### config.mk
export PLATFORM = sky130hd
export DESIGN_NAME = decrement_skip_execution
export DESIGN_NICKNAME = d
export VERILOG_FILES = /design/src/decrement_skip_pkg.sv /design/src/addr_resolve_if.sv /design/src/decrement_skip_execution.sv /design/src/operand_address.sv
export SDC_FILE = /design/constraint.sdc
export NUM_CORES = 1
export LEC_CHECK = 0
export BUFFER_PORTS_ARGS = -buffer_cell sky130_fd_sc_hd__clkbuf_2
export CORE_MARGIN = 2
export CORE_UTILIZATION = 35
export CTS_CLUSTER_SIZE = 8
export DETAILED_ROUTE_END_ITERATION = 10
export PLACE_DENSITY = 0.72
export SYNTH_ARGS = -nofsm -noshare
export SYNTH_HDL_FRONTEND = slang
export SYNTH_SLANG_ARGS = --single-unit
### constraint.sdc
create_clock -name mclk -period 2.9 [get_ports mclk]
set_input_delay 0.435 -clock mclk [delete_from_list [all_inputs] [get_ports mclk]]
set_output_delay 0.435 -clock mclk [all_outputs]
set_load 0.01 [all_outputs]
### src/decrement_skip_pkg.sv
// constants shared by the decrement-and-skip execution block
package decrement_skip_pkg;
  // instruction word layout
  localparam int          instr_width    = 16;
  localparam int          opcode_msb     = 15;
  localparam int          opcode_lsb     = 10;
  localparam int          dest_bit       = 9;
  localparam int          access_bit     = 8;
  localparam int          file_msb       = 7;
  localparam int          file_lsb       = 0;
  localparam logic [5:0]  op_skip_zero   = 6'h0b;
  localparam logic [5:0]  op_skip_nonzero = 6'h13;
  // destination and access selector codes
  localparam logic        dest_working   = 1'h0;
  localparam logic        access_bank    = 1'h0;
  // data space addressing
  localparam int          data_addr_width = 12;
  localparam int          bank_width      = 4;
  localparam logic [7:0]  indexed_limit   = 8'h5f;
  localparam logic [7:0]  access_split    = 8'h60;
  localparam logic [3:0]  access_low_bank = 4'h0;
  localparam logic [3:0]  access_high_bank = 4'hf;
  // nop cycles inserted on a skip, data constants and address reset value
  localparam logic [1:0]  nops_one_word  = 2'h1;
  localparam logic [1:0]  nops_two_word  = 2'h2;
  localparam logic [7:0]  data_one       = 8'h01;
  localparam logic [7:0]  data_zero      = 8'h00;
  localparam logic [11:0] addr_reset     = 12'h000;
endpackage

### src/addr_resolve_if.sv
// operand address request and answer between decoder and resolver
`timescale 1ns/10ps
interface addr_resolve_if;
  logic [7:0]  file_field;
  logic        access_sel;
  logic [3:0]  bank;
  logic        extended_enable;
  logic [11:0] index_base;
  logic [11:0] address;
  logic        indexed;
  modport decoder  (output file_field, access_sel, bank, extended_enable,
                    index_base, input address, indexed);
  modport resolver (input file_field, access_sel, bank, extended_enable,
                    index_base, output address, indexed);
endinterface

### src/decrement_skip_execution.sv
// execution of the decrement-and-skip instructions
// Behaviour
// - decrement file; destination selects working or file
// - skip-if-zero discards next instruction on zero
// - skip of a one-word instruction spends one no-operation cycle
// - skipped two-word instruction costs two no-operations
// - skip-if-nonzero discards next instruction on nonzero
// - access selector picks access bank or bank
// - indexed literal offset when access bank selected, extended and small
`timescale 1ns/10ps
module decrement_skip_execution (
  // clock and reset
  input  wire logic        mclk,
  input  wire logic        rst,
  // instruction in
  input  wire logic [15:0] instr,
  input  wire logic        instr_valid,
  input  wire logic        next_two_word,
  // addressing context
  input  wire logic [3:0]  bank_select_register,
  input  wire logic        extended_enable,
  input  wire logic [11:0] index_base,
  // data memory
  output logic      [11:0] file_addr,
  input  wire logic [7:0]  file_rdata,
  output logic      [7:0]  file_wdata,
  output logic             file_we,
  // working register
  output logic      [7:0]  work_wdata,
  output logic             work_we,
  // pipeline control
  output logic             busy,
  output logic             discard_next,
  output logic             nop_cycle,
  output logic             indexed_mode
);
  // ************************************************************
  // decode
  // ************************************************************
  typedef enum logic [1:0] {st_idle, st_read, st_write, st_nop} state_type;

  state_type   state;
  state_type   next_state;
  logic        op_is_zero_skip;
  logic        dest_sel;
  logic [1:0]  nops_left;

  wire [5:0] opcode = instr[decrement_skip_pkg::opcode_msb:
                            decrement_skip_pkg::opcode_lsb];
  wire       is_zero_op    =
    (opcode == decrement_skip_pkg::op_skip_zero);
  wire       is_nonzero_op =
    (opcode == decrement_skip_pkg::op_skip_nonzero);
  wire       known_op      = is_zero_op || is_nonzero_op;
  wire       in_idle       = (state == st_idle);
  wire       in_read       = (state == st_read);
  wire       in_nop        = (state == st_nop);
  wire       accept        = in_idle && instr_valid && known_op;
  wire       dest_field    = instr[decrement_skip_pkg::dest_bit];

  // ************************************************************
  // address resolution
  // ************************************************************
  addr_resolve_if resolve ();
  assign resolve.file_field      = instr[decrement_skip_pkg::file_msb:
                                         decrement_skip_pkg::file_lsb];
  assign resolve.access_sel      = instr[decrement_skip_pkg::access_bit];
  assign resolve.bank            = bank_select_register;
  assign resolve.extended_enable = extended_enable;
  assign resolve.index_base      = index_base;

  operand_address resolver (
    .port (resolve.resolver)
  );

  // ************************************************************
  // execute
  // ************************************************************
  wire [7:0] result      = file_rdata - decrement_skip_pkg::data_one;
  wire       result_zero = (result == decrement_skip_pkg::data_zero);
  wire       skip = op_is_zero_skip ? result_zero :
                                      !result_zero;
  wire to_working = (dest_sel == decrement_skip_pkg::dest_working);
  wire [1:0] nops_needed = next_two_word ?
                           decrement_skip_pkg::nops_two_word :
                           decrement_skip_pkg::nops_one_word;

  wire       nops_done   = (nops_left == 2'h1);
  wire       nops_owed   = (nops_left != 2'h0);

  always_comb begin
    next_state = state;
    case (state)
      st_idle:  next_state = accept ? st_read : st_idle;
      st_read:  next_state = st_write;
      st_write: next_state = nops_owed ? st_nop : st_idle;
      st_nop:   next_state = nops_done ? st_idle : st_nop;
      default:  next_state = st_idle;
    endcase
  end

  // ************************************************************
  // next values
  // ************************************************************
  wire        next_op_is_zero_skip =
    accept ? is_zero_op : op_is_zero_skip;
  wire        next_dest_sel =
    accept ? dest_field : dest_sel;
  wire [11:0] next_file_addr =
    accept ? resolve.address : file_addr;
  wire        next_indexed_mode =
    accept ? resolve.indexed : indexed_mode;
  wire        next_file_we =
    in_read && !to_working;
  wire        next_work_we =
    in_read && to_working;
  wire [7:0]  next_file_wdata =
    in_read ? result : file_wdata;
  wire [7:0]  next_work_wdata =
    in_read ? result : work_wdata;
  wire        next_discard_next =
    in_read && skip;
  wire        next_nop_cycle =
    (next_state == st_nop);
  wire        next_busy =
    (next_state != st_idle);
  wire [1:0]  next_nops_left =
    in_read ? (skip ? nops_needed : 2'h0) :
              (in_nop ? nops_left - 2'h1 : nops_left);

  // ************************************************************
  // registers
  // ************************************************************
  always_ff @(posedge mclk) begin
    if (rst) begin
      state <= st_idle;
    end else begin
      state <= next_state;
    end
  end

  always_ff @(posedge mclk) begin
    if (rst) begin
      op_is_zero_skip <= 1'b0;
    end else begin
      op_is_zero_skip <= next_op_is_zero_skip;
    end
  end

  always_ff @(posedge mclk) begin
    if (rst) begin
      dest_sel <= 1'b1;
    end else begin
      dest_sel <= next_dest_sel;
    end
  end

  always_ff @(posedge mclk) begin
    if (rst) begin
      file_addr <= decrement_skip_pkg::addr_reset;
    end else begin
      file_addr <= next_file_addr;
    end
  end

  always_ff @(posedge mclk) begin
    if (rst) begin
      indexed_mode <= 1'b0;
    end else begin
      indexed_mode <= next_indexed_mode;
    end
  end

  always_ff @(posedge mclk) begin
    if (rst) begin
      file_we <= 1'b0;
    end else begin
      file_we <= next_file_we;
    end
  end

  always_ff @(posedge mclk) begin
    if (rst) begin
      work_we <= 1'b0;
    end else begin
      work_we <= next_work_we;
    end
  end

  always_ff @(posedge mclk) begin
    if (rst) begin
      file_wdata <= 8'h00;
    end else begin
      file_wdata <= next_file_wdata;
    end
  end

  always_ff @(posedge mclk) begin
    if (rst) begin
      work_wdata <= 8'h00;
    end else begin
      work_wdata <= next_work_wdata;
    end
  end

  always_ff @(posedge mclk) begin
    if (rst) begin
      discard_next <= 1'b0;
    end else begin
      discard_next <= next_discard_next;
    end
  end

  always_ff @(posedge mclk) begin
    if (rst) begin
      nop_cycle <= 1'b0;
    end else begin
      nop_cycle <= next_nop_cycle;
    end
  end

  always_ff @(posedge mclk) begin
    if (rst) begin
      busy <= 1'b0;
    end else begin
      busy <= next_busy;
    end
  end

  always_ff @(posedge mclk) begin
    if (rst) begin
      nops_left <= 2'h0;
    end else begin
      nops_left <= next_nops_left;
    end
  end
endmodule

### src/operand_address.sv
// resolves the data space address of a file operand
`timescale 1ns/10ps
module operand_address (
  addr_resolve_if.resolver port
);
  wire in_access = (port.access_sel == decrement_skip_pkg::access_bank);
  wire low_part  = (port.file_field < decrement_skip_pkg::access_split);
  wire small_f   = (port.file_field <= decrement_skip_pkg::indexed_limit);
  wire [11:0] access_addr = low_part ?
    {decrement_skip_pkg::access_low_bank, port.file_field} :
    {decrement_skip_pkg::access_high_bank, port.file_field};
  wire [11:0] banked_addr  = {port.bank, port.file_field};
  wire [11:0] indexed_addr = port.index_base + {4'h0, port.file_field};

  // indexed literal offset mode
  assign port.indexed = in_access && port.extended_enable && small_f;
  // access bank or selected bank
  assign port.address = port.indexed ? indexed_addr :
                        (in_access ? access_addr : banked_addr);
endmodule

==> metrics.md <==
| Metric | Value |
|---|---|
| Io pins | 79 |
| CTS Root Cell | clkbuf_8 |
| Detail Route Antenna Nets | 0 |
| Clock-pin slew on the worst setup and hold paths | 60 ps |
| H-tree depth | 2 |
| Setup bufs post-CTS | 0 |
| Synth cell types | 47 |
| Syn Inst Count | about 240 |
| Hold Crit Endpoint | work_wdata[0] |
| Non-filler cells, final | approximately 380 |
| Drt first pass iters | 4 |
| Max VDD drop | 0.000161 V |
| Top-area cell type share of the netlist area | roughly a third |
| Placer congestion estimate | between 0.8 and 0.9 |
| Worst r2r dst | file_addr[8] |
| CTS buffer count | 5 |
| Worst setup EP type | flip-flop |
| Max Cap Viol | 0 |
| Final worst path period need | between 2000 and 2500 ps |
| Reg2Reg Setup Slack | 1230 ps |
| # DRC | 0 |
| CP Launch Point | instr[0] |
| Antenna Cells | 0 |
| IO Port Bufs | between 70 and 80 |
| Worst EP arrival | about 2300 ps |
| Detailed-route wire length per cell | around 12 um |
| Hold Fails Final Rpt | 0 |
| Placed Area | around 2400 um^2 |
| Vias/cell | approximately 5.0 |
| Hold Buf Count CTS | 0 |
| Clock skew | between 3 and 4 ps |
| Slew @ Worst Pin | between 600 and 700 ps |
| Top_reg_cell synth | dfxtp_1 |
| Pleak | between 1 and 1.5 nW |
| Multi-input logic area | 1180 um^2 |
| Initial core utilization | a little over a third |
| Synthesized Nets | just under 300 |
| Yosys reg bits | 32 |
| Min-delay worst type | input port to flip-flop |
| Register area share after synthesis | roughly a third |
| CP Launch Type | input port |
| HP Start | file_rdata[0] |
| Top-count cell post-synth | dfxtp_1 |
| Post-synth top cells | dfxtp_1, nor2_1, nand2_1 |
| Sequential Area | about 640 um^2 |
| # fillers | a little under 600 |
| Pins Over Slew Limit | 0 |
| Antenna violations before repair | 0 |
| Crit path max fanout | 4 |
| Worst slew margin | between 50% and 60% |
| Setup TNS | 0 ps |
| Post-Syn Area | just under 2000 um^2 |
| Design area | approximately 2500 um^2 |
| Die area | between 6000 and 7000 um^2 |
| Hold slack | 413 ps |
| Mean Syn Cell Area | around 8 um^2 |
| First-pass GRT wire length | approximately 7700 um |
| Leading area contributor after synthesis | dfxtp_1 |
| Die width | between 70 and 80 um |
| Clk_lat worst skew | roughly 280 ps |
| WL final | about 4700 um |
| Deepest clock path buffer count | 2 |
| Pwr dens | about 400 nW/um^2 |
| Ys Warns | 0 |
| DP HPWL | around 3700 um |
| Hold path depth | 2 |
| Largest net degree at the start of global routing | 34 |
| Layout Nets | between 300 and 400 |
| Grt ovf | 0 |
| Layout cells sized above 1 | around 32% |
| Final setup fails | 0 |
| Row count | 27 |
| Vias in the first global route | around 1700 |
| Area growth, synth to finish | 24.4% |
| Reg2reg start | state[0] |
| Global Route Usage Sum | ~16% |
| Chip height | 79.0 um |
| Cts repair resizes | 0 |
| Setup Crit Path Kind | input port to flip-flop |
| R2R depth | 6 |
| TritonCTS clock tree | yes |
| Max Clk Rate | slightly below 500 MHz |
| Sink Count | 32 |
| DR iter-0 viols | 62 |
| Crit share post-route | a little under three quarters |
| Core area | 5470 um^2 |
| Post-synth ARST share | 0% |
| Status | complete, no violations |
| Cells after DPL | roughly 370 |
| CP required | just over 3000 ps |
| RSZ-0062 raised after global routing | no |
| Via count | 1910 |
| Post-synth EDFFs | 0 |
| Final core utilization | approximately 45% |
| Main area contributors after synthesis | dfxtp_1, ha_1, nor2_1, nand2_1, a21oi_1 |
placed cells by master, fill, tap and decap left out, types with 4 or more instances in the layout:
cell type  Yosys  layout
clkbuf_2       0      78
nor2_1        26      26
dfxtp_1       32      32
a311oi_1       8       8
a21oi_1       17      17
clkbuf_8       0       6
xnor2_1        9       9
ha_1          12      12
inv_1         11      11
o21ai_0       11      11
nor3_1         9       9
a211oi_1       4       4
nand2_1       25      25
per-layer routing:
metal	vias up	routed length, um	GRT usage (%)
met2	58	2330	25.7
met5	-	0	0
li1	980	-	-
met3	6	264	3.75
met1	866	2040	20.1
met4	0	71	5.52
critical path: stages:
cell	delay (ps)
clkbuf_2	100
ha_1	220
fa_1	400
a21oi_1	190
o21ai_0	120
a21oi_1	320
xnor2_1	160
nand2_1	60
a311oi_1	240
power breakdown:
group          switching [W]  internal, W
registers         0.00000276     0.000444
logic              0.0000941    0.0000751
clock network       0.000148     0.000193
total               0.000245     0.000712
cells by family after synthesis:
logic type	Yosys count	synth area share [%]
flops	32	32.5
mux	3	1.52
xor+xnor	12	5.33
buf+inv	30	7.75
compound gates	59	20.1
fa+ha+maj	13	8.63
simple gates	90	24.1
registers in the layout, summed over array words and instances (netlist names):
register	cells
nop_cycle	1
op_is_zero_skip	1
file_we	1
file_addr	12
busy	1
work_wdata	8
discard_next	1
nops_left	2
work_we	1
dest_sel	1
indexed_mode	1
state	2
how the worst max path moves through the flow:
stage                          to  slack (ps)  cells past startpoint
floorplan            file_addr[6]         830                      8
global placement     file_addr[6]         590                      9
detailed placement   file_addr[6]         550                      9
CTS                  file_addr[6]         840                      9
global route        file_addr[10]         690                      9
finish               file_addr[6]         830                      9
cell type report:
class	count	area share, %
Multi-Input combinational cell	177	48.0
Inverter	11	1.68
Tap cell	72	3.67
Sequential cell	32	26.1
Clock buffer	8	3.67
Timing Repair Buffer	81	16.8
through the flow:
| step | power, W | setup slack (ps) |
|---|---|---|
| 2_1_floorplan | 0.000562 | 833 |
| 3_5_place_dp | 0.000625 | 554 |
| 4_1_cts | 0.000970 | 835 |
| 5_1_grt | 0.00102 | 693 |
| 3_3_place_gp | 0.000621 | 587 |
| 6_report | 0.000957 | 834 |
No activity file was read; power rests on OpenSTA's default activity.
